$ cat src/rtl/dei_pkg.sv
// constants, record layouts and carriers for the dual input edge block
package dei_pkg;
   // clock and time base
   localparam int CLK_PERIOD_NS = 10;
   localparam int US_NS         = 1000;
   localparam int CYC_PER_US    = (US_NS + CLK_PERIOD_NS - 1) / CLK_PERIOD_NS;
   localparam int NUM_CH        = 2;
   localparam int DLY_W         = 12;
   // record set numbers, record lengths and stamp byte offset
   localparam logic [7:0] SET_DIAG_IRQ_ENABLE   = 8'h00;
   localparam logic [7:0] SET_FILTER    = 8'h01;
   localparam logic [7:0] SET_EDGE_EN   = 8'h80;
   localparam logic [4:0] DIAG_SHORT_N  = 5'h04;
   localparam logic [4:0] DIAG_FULL_N   = 5'h14;
   localparam logic [4:0] BYTE_STAMP    = 5'h10;
   // object indices on the index addressed link
   localparam logic [15:0] IX_DIAG_SHORT = 16'h2F00;
   localparam logic [15:0] IX_DIAG_FULL  = 16'h2F01;
   localparam logic [15:0] IX_DIAG_IRQ_ENABLE    = 16'h3100;
   localparam logic [15:0] IX_CH0_DLY    = 16'h3101;
   localparam logic [15:0] IX_CH1_DLY    = 16'h3102;
   localparam logic [15:0] IX_RISE_EN    = 16'h3103;
   localparam logic [15:0] IX_FALL_EN    = 16'h3104;
   // parameter codes and reset values
   localparam logic [7:0] DIAG_IRQ_ENABLE_OFF   = 8'h00;
   localparam logic [7:0] DIAG_IRQ_ENABLE_ON    = 8'h40;
   localparam logic [7:0] DLY_1US       = 8'h00;
   localparam logic [7:0] DLY_3US       = 8'h02;
   localparam logic [7:0] DLY_10US      = 8'h04;
   localparam logic [7:0] DLY_86US      = 8'h07;
   localparam logic [7:0] DLY_342US     = 8'h09;
   localparam logic [7:0] DLY_2731US    = 8'h0C;
   localparam logic [7:0] EDGE_EN_RST   = 8'h00;
   // fixed diagnostic bytes
   localparam logic [7:0] MODULE_CLASS  = 8'h1F;
   localparam logic [7:0] CHANNEL_KIND  = 8'h70;
   localparam logic [7:0] DIAG_BITS_CH  = 8'h00;
   localparam logic [7:0] CHANNEL_COUNT = 8'h02;
   // bit positions
   localparam int ERR_MOD_FAIL = 0;
   localparam int ERR_EXTERNAL = 2;
   localparam int ERR_CHANNEL  = 3;
   localparam int ERR_BUF_OVF  = 3;
   localparam int ERR_PI_LOST  = 6;

   typedef struct packed {
      logic        wr;
      logic        rd;
      logic        by_index;
      logic [7:0]  record_set_number;
      logic [15:0] object_index;
      logic [4:0]  byte_sel;
      logic [7:0]  wdata;
   } dei_rec_req_type;

   typedef struct packed {
      logic [7:0]  edge_source_flags;
      logic [7:0]  input_state_snapshot;
      logic [15:0] edge_time_stamp_low;
   } dei_pi_rec_type;
endpackage

$ cat src/rtl/dei_edge_diag.sv
// two channel filtered input, edge interrupts and diagnostic record
`timescale 1ns/1ps
// Operation
// - diag enable byte: 00h off, 40h on
// - filter code picks delay, default 02h
// - rising edge enable bits per input
// - falling edge enable bits per input
// - filters set 01h, edges 80h, diag 00h
// - record byte one flags edged inputs
// - record byte two holds input states
// - free running 32 bit microsecond ticker
// - record stamp is ticker low half
// - incoming then automatic going diag interrupt
// - channel events during diag window discarded
// - fault lamp lit during diag window
// - first diag byte: failure, external, channel
// - overflow and lost interrupt always diagnose
// - module class byte reads 1Fh
// - fixed channel count, bits, kind bytes
// - full record set 01h, short 00h
// - index link sends emergency message
// - lost edge flags per input
module dei_edge_diag
   import dei_pkg::*;
#(
   parameter int CYC_US = dei_pkg::CYC_PER_US
)
(
   // clock and reset
   input  wire logic                   core_clk_i,
   input  wire logic                   rst_n_i,
   // field inputs
   input  wire logic [1:0]             input_channel_i,
   // internal fault sources
   input  wire logic                   mod_fail_i,
   input  wire logic                   ext_err_i,
   input  wire logic                   diag_buf_ovf_i,
   // link kind: high on the index addressed link
   input  wire logic                   index_link_i,
   // record access
   input  wire dei_pkg::dei_rec_req_type rec_req_i,
   output logic [7:0]                  rec_rdata_o,
   output logic                        rec_ack_o,
   output logic                        rec_err_o,
   // process interrupt
   input  wire logic                   pi_ack_i,
   output logic                        pi_pending_o,
   output logic                        pi_as_emergency_o,
   output dei_pkg::dei_pi_rec_type     pi_rec_o,
   // diagnostic interrupt
   input  wire logic                   diag_ack_i,
   output logic                        diag_irq_o,
   output logic                        diag_going_o,
   output logic                        module_fault_lamp_o,
   // ticker
   output logic [31:0]                 us_ticker_o
);
   import dei_pkg::*;

   function automatic logic [DLY_W-1:0] dly_us(input logic [7:0] code);
      unique case (code)
         DLY_1US:    dly_us = 12'h001;
         DLY_3US:    dly_us = 12'h003;
         DLY_10US:   dly_us = 12'h00A;
         DLY_86US:   dly_us = 12'h056;
         DLY_342US:  dly_us = 12'h156;
         DLY_2731US: dly_us = 12'hAAB;
         default:    dly_us = 12'h000;
      endcase
   endfunction

   function automatic logic code_ok(input logic [7:0] code);
      code_ok = (dly_us(code) != 12'h000);
   endfunction

   logic [7:0]  diag_irq_enable_reg;
   logic [7:0]  filter_delay_sel_reg [NUM_CH];
   logic [7:0]  rising_edge_irq_enable_reg;
   logic [7:0]  falling_edge_irq_enable_reg;
   logic [6:0]  prescale_reg;
   logic        us_tick;
   logic [DLY_W-1:0] stable_cnt_reg [NUM_CH];
   logic [1:0]  filt_reg;
   logic [1:0]  filt_prev_reg;
   logic [1:0]  edge_hit;
   logic        pi_lost_reg;
   logic        buf_ovf_reg;
   logic [7:0]  lost_edge_flags_reg;
   logic        diag_cause;
   logic        diag_active_reg;
   logic [31:0] diag_time_stamp_reg;
   logic [7:0]  module_diag_byte;
   logic [7:0]  buffer_event_diag;
   logic [7:0]  eff_set;
   logic [4:0]  eff_byte;
   logic        map_ok;
   logic [7:0]  rd_byte;
   logic        rd_ok;
   logic        wr_ok;

   // ticker, one microsecond per CYC_US clocks
   assign us_tick = (prescale_reg == 7'(CYC_US - 1));

   always_ff @(posedge core_clk_i or negedge rst_n_i)
   begin
      if (!rst_n_i)
      begin
         prescale_reg <= 7'h00;
         us_ticker_o  <= 32'h0000_0000;
      end
      else
      begin
         prescale_reg <= us_tick ? 7'h00 : prescale_reg + 7'h01;
         if (us_tick)
            us_ticker_o <= us_ticker_o + 32'h0000_0001;
      end
   end

   // filter: the input must hold its new level for the selected delay
   always_ff @(posedge core_clk_i or negedge rst_n_i)
   begin
      if (!rst_n_i)
      begin
         filt_reg       <= 2'h0;
         stable_cnt_reg <= '{default: '0};
      end
      else
      begin
         for (int c = 0; c < NUM_CH; c++)
         begin
            if (input_channel_i[c] == filt_reg[c])
               stable_cnt_reg[c] <= '0;
            else if (us_tick)
            begin
               if (stable_cnt_reg[c] + 12'h001 >=
                   dly_us(filter_delay_sel_reg[c]))
               begin
                  filt_reg[c]       <= input_channel_i[c];
                  stable_cnt_reg[c] <= '0;
               end
               else
                  stable_cnt_reg[c] <= stable_cnt_reg[c] + 12'h001;
            end
         end
      end
   end

   // edges come from the filtered level only
   assign edge_hit =
      (filt_reg & ~filt_prev_reg & rising_edge_irq_enable_reg[1:0]) |
      (~filt_reg & filt_prev_reg & falling_edge_irq_enable_reg[1:0]);

   always_ff @(posedge core_clk_i or negedge rst_n_i)
   begin
      if (!rst_n_i)
         filt_prev_reg <= 2'h0;
      else
         filt_prev_reg <= filt_reg;
   end

   // process interrupt record; ack and new edge together reload it
   always_ff @(posedge core_clk_i or negedge rst_n_i)
   begin
      if (!rst_n_i)
      begin
         pi_pending_o      <= 1'b0;
         pi_rec_o          <= '0;
         pi_as_emergency_o <= 1'b0;
      end
      else
      begin
         pi_as_emergency_o <= index_link_i;
         if (|edge_hit && !diag_active_reg && (!pi_pending_o || pi_ack_i))
         begin
            pi_pending_o <= 1'b1;
            pi_rec_o.edge_source_flags    <= {6'h00, edge_hit};
            pi_rec_o.input_state_snapshot <= {6'h00, filt_reg};
            pi_rec_o.edge_time_stamp_low  <= us_ticker_o[15:0];
         end
         else if (pi_ack_i)
            pi_pending_o <= 1'b0;
      end
   end

   // sticky diagnostic events; a set in the clearing cycle wins
   always_ff @(posedge core_clk_i or negedge rst_n_i)
   begin
      if (!rst_n_i)
      begin
         pi_lost_reg         <= 1'b0;
         buf_ovf_reg         <= 1'b0;
         lost_edge_flags_reg <= 8'h00;
      end
      else
      begin
         pi_lost_reg <= (pi_lost_reg && !diag_ack_i) ||
            (|edge_hit && !diag_active_reg && pi_pending_o &&
             !pi_ack_i);
         buf_ovf_reg <= (buf_ovf_reg && !diag_ack_i) || diag_buf_ovf_i;
         lost_edge_flags_reg <= (diag_ack_i ? 8'h00 : lost_edge_flags_reg) |
            (diag_active_reg ? {6'h00, edge_hit} : 8'h00);
      end
   end

   // overflow and loss diagnose regardless of the enable byte
   assign diag_cause = pi_lost_reg || buf_ovf_reg ||
      (|lost_edge_flags_reg) ||
      ((diag_irq_enable_reg == DIAG_IRQ_ENABLE_ON) &&
       (mod_fail_i || ext_err_i));

   always_ff @(posedge core_clk_i or negedge rst_n_i)
   begin
      if (!rst_n_i)
      begin
         diag_active_reg     <= 1'b0;
         diag_irq_o          <= 1'b0;
         diag_going_o        <= 1'b0;
         module_fault_lamp_o <= 1'b0;
         diag_time_stamp_reg <= 32'h0000_0000;
      end
      else
      begin
         diag_active_reg     <= diag_cause;
         diag_irq_o          <= diag_cause != diag_active_reg;
         diag_going_o        <= diag_active_reg && !diag_cause;
         module_fault_lamp_o <= diag_cause;
         if (diag_cause && !diag_active_reg)
            diag_time_stamp_reg <= us_ticker_o;
      end
   end

   assign module_diag_byte = {4'h0, |lost_edge_flags_reg, ext_err_i,
                              1'b0, mod_fail_i};
   assign buffer_event_diag = {1'b0, pi_lost_reg, 2'h0, buf_ovf_reg,
                               3'h0};

   // index link addresses map onto record set and byte
   always_comb
   begin
      eff_set  = rec_req_i.record_set_number;
      eff_byte = rec_req_i.byte_sel;
      map_ok   = 1'b1;
      if (rec_req_i.by_index)
      begin
         unique case (rec_req_i.object_index)
            IX_DIAG_SHORT, IX_DIAG_IRQ_ENABLE: eff_set = SET_DIAG_IRQ_ENABLE;
            IX_DIAG_FULL: eff_set = SET_FILTER;
            IX_CH0_DLY:
            begin
               eff_set  = SET_FILTER;
               eff_byte = 5'h00;
            end
            IX_CH1_DLY:
            begin
               eff_set  = SET_FILTER;
               eff_byte = 5'h01;
            end
            IX_RISE_EN:
            begin
               eff_set  = SET_EDGE_EN;
               eff_byte = 5'h00;
            end
            IX_FALL_EN:
            begin
               eff_set  = SET_EDGE_EN;
               eff_byte = 5'h01;
            end
            default: map_ok = 1'b0;
         endcase
         if (rec_req_i.object_index == IX_DIAG_IRQ_ENABLE ||
             rec_req_i.object_index == IX_CH0_DLY ||
             rec_req_i.object_index == IX_CH1_DLY ||
             rec_req_i.object_index == IX_RISE_EN ||
             rec_req_i.object_index == IX_FALL_EN)
            eff_byte = (rec_req_i.object_index == IX_DIAG_IRQ_ENABLE) ? 5'h00
                                                                : eff_byte;
      end
   end

   // read map: sets 00h and 01h return the diagnostic record
   always_comb
   begin
      rd_byte = 8'h00;
      rd_ok   = map_ok;
      if (eff_set == SET_EDGE_EN)
      begin
         rd_byte = (eff_byte == 5'h00) ? rising_edge_irq_enable_reg
                                       : falling_edge_irq_enable_reg;
         rd_ok   = map_ok && eff_byte < 5'h02;
      end
      else if ((eff_set == SET_DIAG_IRQ_ENABLE && eff_byte < DIAG_SHORT_N) ||
               (eff_set == SET_FILTER && eff_byte < DIAG_FULL_N))
      begin
         unique case (eff_byte)
            5'h00: rd_byte = module_diag_byte;
            5'h01: rd_byte = MODULE_CLASS;
            5'h02: rd_byte = 8'h00;
            5'h03: rd_byte = buffer_event_diag;
            5'h04: rd_byte = CHANNEL_KIND;
            5'h05: rd_byte = DIAG_BITS_CH;
            5'h06: rd_byte = CHANNEL_COUNT;
            5'h07: rd_byte = lost_edge_flags_reg;
            5'h10: rd_byte = diag_time_stamp_reg[7:0];
            5'h11: rd_byte = diag_time_stamp_reg[15:8];
            5'h12: rd_byte = diag_time_stamp_reg[23:16];
            5'h13: rd_byte = diag_time_stamp_reg[31:24];
            default: rd_byte = 8'h00;
         endcase
      end
      else
         rd_ok = 1'b0;
   end

   // write map; bad filter codes and stray bytes are refused
   always_comb
   begin
      wr_ok = 1'b0;
      if (map_ok)
      begin
         unique case (eff_set)
            SET_DIAG_IRQ_ENABLE: wr_ok = eff_byte == 5'h00 &&
               (rec_req_i.wdata == DIAG_IRQ_ENABLE_OFF ||
                rec_req_i.wdata == DIAG_IRQ_ENABLE_ON);
            SET_FILTER:  wr_ok = eff_byte < 5'h02 &&
               code_ok(rec_req_i.wdata);
            SET_EDGE_EN: wr_ok = eff_byte < 5'h02;
            default:     wr_ok = 1'b0;
         endcase
      end
   end

   always_ff @(posedge core_clk_i or negedge rst_n_i)
   begin
      if (!rst_n_i)
      begin
         diag_irq_enable_reg         <= DIAG_IRQ_ENABLE_OFF;
         filter_delay_sel_reg        <= '{default: DLY_3US};
         rising_edge_irq_enable_reg  <= EDGE_EN_RST;
         falling_edge_irq_enable_reg <= EDGE_EN_RST;
      end
      else if (rec_req_i.wr && wr_ok)
      begin
         unique case (eff_set)
            SET_DIAG_IRQ_ENABLE: diag_irq_enable_reg <= rec_req_i.wdata;
            SET_FILTER:
               filter_delay_sel_reg[eff_byte[0]] <= rec_req_i.wdata;
            default:
               if (eff_byte == 5'h00)
                  rising_edge_irq_enable_reg <=
                     {6'h00, rec_req_i.wdata[1:0]};
               else
                  falling_edge_irq_enable_reg <=
                     {6'h00, rec_req_i.wdata[1:0]};
         endcase
      end
   end

   always_ff @(posedge core_clk_i or negedge rst_n_i)
   begin
      if (!rst_n_i)
      begin
         rec_ack_o   <= 1'b0;
         rec_err_o   <= 1'b0;
         rec_rdata_o <= 8'h00;
      end
      else
      begin
         rec_ack_o   <= rec_req_i.wr || rec_req_i.rd;
         rec_err_o   <= (rec_req_i.wr && !wr_ok) ||
                        (rec_req_i.rd && !rec_req_i.wr && !rd_ok);
         rec_rdata_o <= (rec_req_i.rd && rd_ok) ? rd_byte : 8'h00;
      end
   end
endmodule

$ cat config.mk
export PLATFORM = sky130hd
export DESIGN_NAME = dei_edge_diag
export DESIGN_NICKNAME = d
export VERILOG_FILES = /design/src/rtl/dei_pkg.sv /design/src/rtl/dei_edge_diag.sv
export SDC_FILE = /design/constraint.sdc
export NUM_CORES = 1
export LEC_CHECK = 0
export ABC_AREA = 1
export BUFFER_PORTS_ARGS = -buffer_cell sky130_fd_sc_hd__buf_2
export CAP_MARGIN = 25
export CORE_MARGIN = 3
export CORE_UTILIZATION = 40
export DETAILED_ROUTE_END_ITERATION = 6
export HOLD_SLACK_MARGIN = 0.03
export PLACE_DENSITY_LB_ADDON = 0.3
export SYNTH_ARGS = -nofsm -noshare
export SYNTH_HDL_FRONTEND = slang
export SYNTH_SLANG_ARGS = --single-unit
$ cat constraint.sdc
create_clock -name core_clk_i -period 3.7 [get_ports core_clk_i]
set_input_delay 0.185 -clock core_clk_i [delete_from_list [all_inputs] [get_ports core_clk_i]]
set_output_delay 0.185 -clock core_clk_i [all_outputs]
set_load 0.02 [all_outputs]
==> key figures <==
Power
  • Leak: 0.00543 µW
  • Pwr Density: 372 nW/µm²
  • Worst IR drop on VDD: 0.000273 V

Clocking
  • CTS tree: built
  • Sink Count: 166
  • Reg clk slew, reported paths: 0.07 ns
  • Clk root buf: clkbuf_16
  • Post-CTS Setup Inserts: 0
  • CTS buffer count: 17
  • H-tree levels: 4
  • Worst-case clock buffer depth: 2
  • Skew-Pair Late Insertion Delay: 0.43 ns

Synth
  • Yosys warns: 0
  • Flops & latches, synth: 166
  • Top post-synthesis cells by count: nand2_1, dfrtp_1, inv_1
  • Top cell type's share of synthesized area: 46.4%
  • Count leader, synth: nand2_1
  • Largest cells by area after synthesis: dfrtp_1, nand2_1, inv_1, xor2_1, ha_1
  • Synthesized area: 8840 µm²
  • Yosys cell types: 47
  • Sequential area share after synthesis: 47.0%
  • Synth async-reset ratio: 100%
  • Avg Inst Size Synth: 8.13 µm²
  • Syn Inst Count: 1,087
  • Cell taking the most area after synthesis: dfrtp_1
  • Prevailing post-synth register cell: dfrtp_1
  • Post-synth EDFFs: 0

Timing
  • Final Setup Violations: 0
  • Slew Viols, Final: 0
  • Maximum clock rate: 317 MHz
  • RSZ-0062 raised after global routing: false
  • Worst rel slew slack: 38.2%
  • Crit path time final: 3.16 ns
  • Final worst slack: 0.543 ns
  • Fin crit share: 85.3%
  • Final Skew: 0.0108 ns
  • Slew at the pin closest to its max-slew limit: 0.926 ns
  • Total negative slack: 0 ns
  • Hold Fails Final Rpt: 0

Setup path
  • Slowest CP cell: nor4_2
  • Buf/Inv on CP: 0
  • Req. time, crit path: 4.04 ns
  • Critical path endpoint category: register
  • CP max FO: 14
  • R2r setup slk: 0.54 ns
  • Worst path arrival time: 3.50 ns
  • Most frequent CP cell: o21ai_0
  • Crit path cell chain: nor4_2 -> o21ai_0 -> nand2_1 -> nor2_1 -> ha_1 -> a21boi_0 -> o21a_1 -> o21a_1 -> o21bai_1 -> a21oi_1 -> o21ai_0 -> nand2_1 -> nor2_1 -> nand3_1 -> o21ai_0
  • Slowest stage delay, CP: 0.43 ns
  • Reg2Reg Launch Point: filter_delay_sel_reg[5]
  • Critical path class: register to register
  • CP Launch Type: register
  • Crit path max-delay family: simple AND/OR/NAND/NOR gates
  • R2R Path End: stable_cnt_reg[10]
  • Register-to-Register Path Depth: 15

Detailed routing
  • Drt total wl: 21,600 µm
  • Pre-antenna DRT Iters: 5
  • Vias per cell: 4.88
  • Remaining DRCs: 0
  • Initial DRC count: 485
  • Detail Route Antenna Nets: 0
  • WL/cell: 14.2 µm
  • Via count: 7,400

Die
  • I/O pin cnt: 129
  • Core Region: 21,400 µm²
  • Initial core utilization: 41.4%
  • Die Width: 155 µm
  • Number of cell rows: 53
  • Die height: 155 µm
  • Die area: 23,900 µm²

Placed design
  • Gpl congestion: 0.895
  • Port bufs: 116
  • DPL Wire Length: 16,500 µm
  • Cell Area, Placed: 9740 µm²
  • Place WS: 0.345 ns

GRT
  • Initial antenna violation count: 0
  • Pin count of the biggest net entering global routing: 101
  • Total track usage: 18.8%
  • Global-route wire length before repair: 36,600 µm
  • Vias in the first global route: 7,263
  • Remaining Overflow, GRT: 0

Min path
  • Worst Hold End: rec_rdata_o[3]
  • Hold Path Stages: 3
  • Min-Delay Startpoint: rec_req_i[38]
  • Hold Crit Class: input pin to register

Layout
  • Multi-input logic area: 3970 µm²
  • Layout cells sized above 1: 16.7%
  • Final core occ: 49.2%
  • Area Overhead vs Synth: 18.7%
  • ANT cells: 0
  • Layout fillers: 2,092
  • Final design area excluding fillers: 10,500 µm²
  • Nets: 1,307
  • Seq. cell area: 4160 µm²

Status
  • Status: completed

Flow run
  • MaxCap Viol Count: 0
-- worst max-delay path by stage --
stage	startpoint	cells after the start	end	slack (ns)
after floorplan	filter_delay_sel_reg[13]	16	stable_cnt_reg[15]	0.62
after global placement	filter_delay_sel_reg[5]	15	stable_cnt_reg[10]	0.45
after detailed placement	filter_delay_sel_reg[5]	15	stable_cnt_reg[10]	0.34
after CTS	filter_delay_sel_reg[5]	15	stable_cnt_reg[10]	0.31
after global routing	filter_delay_sel_reg[8]	17	stable_cnt_reg[15]	0.04
final	filter_delay_sel_reg[5]	15	stable_cnt_reg[10]	0.54
-- power by group --
group	switching, µW	internal, µW
clock	800	1040
sequential	19.4	1840
combinational	136	66.1
total	956	2940
-- cell usage in the layout, fill, tap and decap left out, types with 26 or more instances in the layout --
cell type	n
a21oi_1	26
buf_2	115
dfrtp_1	164
ha_1	27
inv_1	160
nand2_1	264
nand3_1	52
nor2_1	87
nor3_1	31
o21ai_0	67
xor2_1	42
-- kinds of logic after synthesis --
family                     count (synthesis)  share of synthesized area (%)
AOI/OAI and AO/OA                        137                           8.76
other                                      1                         0.0424
xor gates and xnor gates                  51                           5.05
and+or+nand+nor                          504                           25.4
muxes                                      8                           1.02
buffers and inverters                    192                           8.69
adders and majority gates                 28                           3.96
DFF                                      166                           47.0
-- layout make-up --
type / instances / share of cell area [%]
Clock buffer: 19 / 4.22
Clock inverter: 13 / 1.55
Inverter: 166 / 5.94
Multi-Input combinational cell: 740 / 37.8
Sequential cell: 166 / 39.6
Tap cell: 275 / 3.28
Timing Repair Buffer: 138 / 7.62
-- worst register-to-register path: cells and delay by family (launching register included) --
kind                       cells  cell delay [ns]
AOI/OAI and AO/OA              8             1.20
adders and majority gates      1             0.27
DFF                            1             0.39
and+or+nand+nor                6             1.21
-- what timing repair did --
action / in CTS / in global routing
endpoints found under the setup margin: 0 / 13
hold buffers: 14 / 0
endpoints found under the hold margin: 113 / 0
gates resized for setup: 0 / 2
-- stage by stage --
step | hold slack (ns) | instances | total power, µW
after floorplan | -0.111 | 1098 | 1980
after global placement | 0.293 | 1471 | 2080
after detailed placement | 0.295 | 1471 | 2080
after CTS | 0.106 | 1517 | 3940
after global routing | 0.131 | 1517 | 4040
final | 0.125 | 1517 | 3900
-- layer usage --
layer  routed length [µm]  share of wire (%)  GRT usage, %
met1                 9860                 46          24.9
met2                10700                 49          32.0
met3                  775                3.6          3.72
met4                  310                1.4          4.25
met5                    0                  0             0
(Power assumes the default switching activity.)
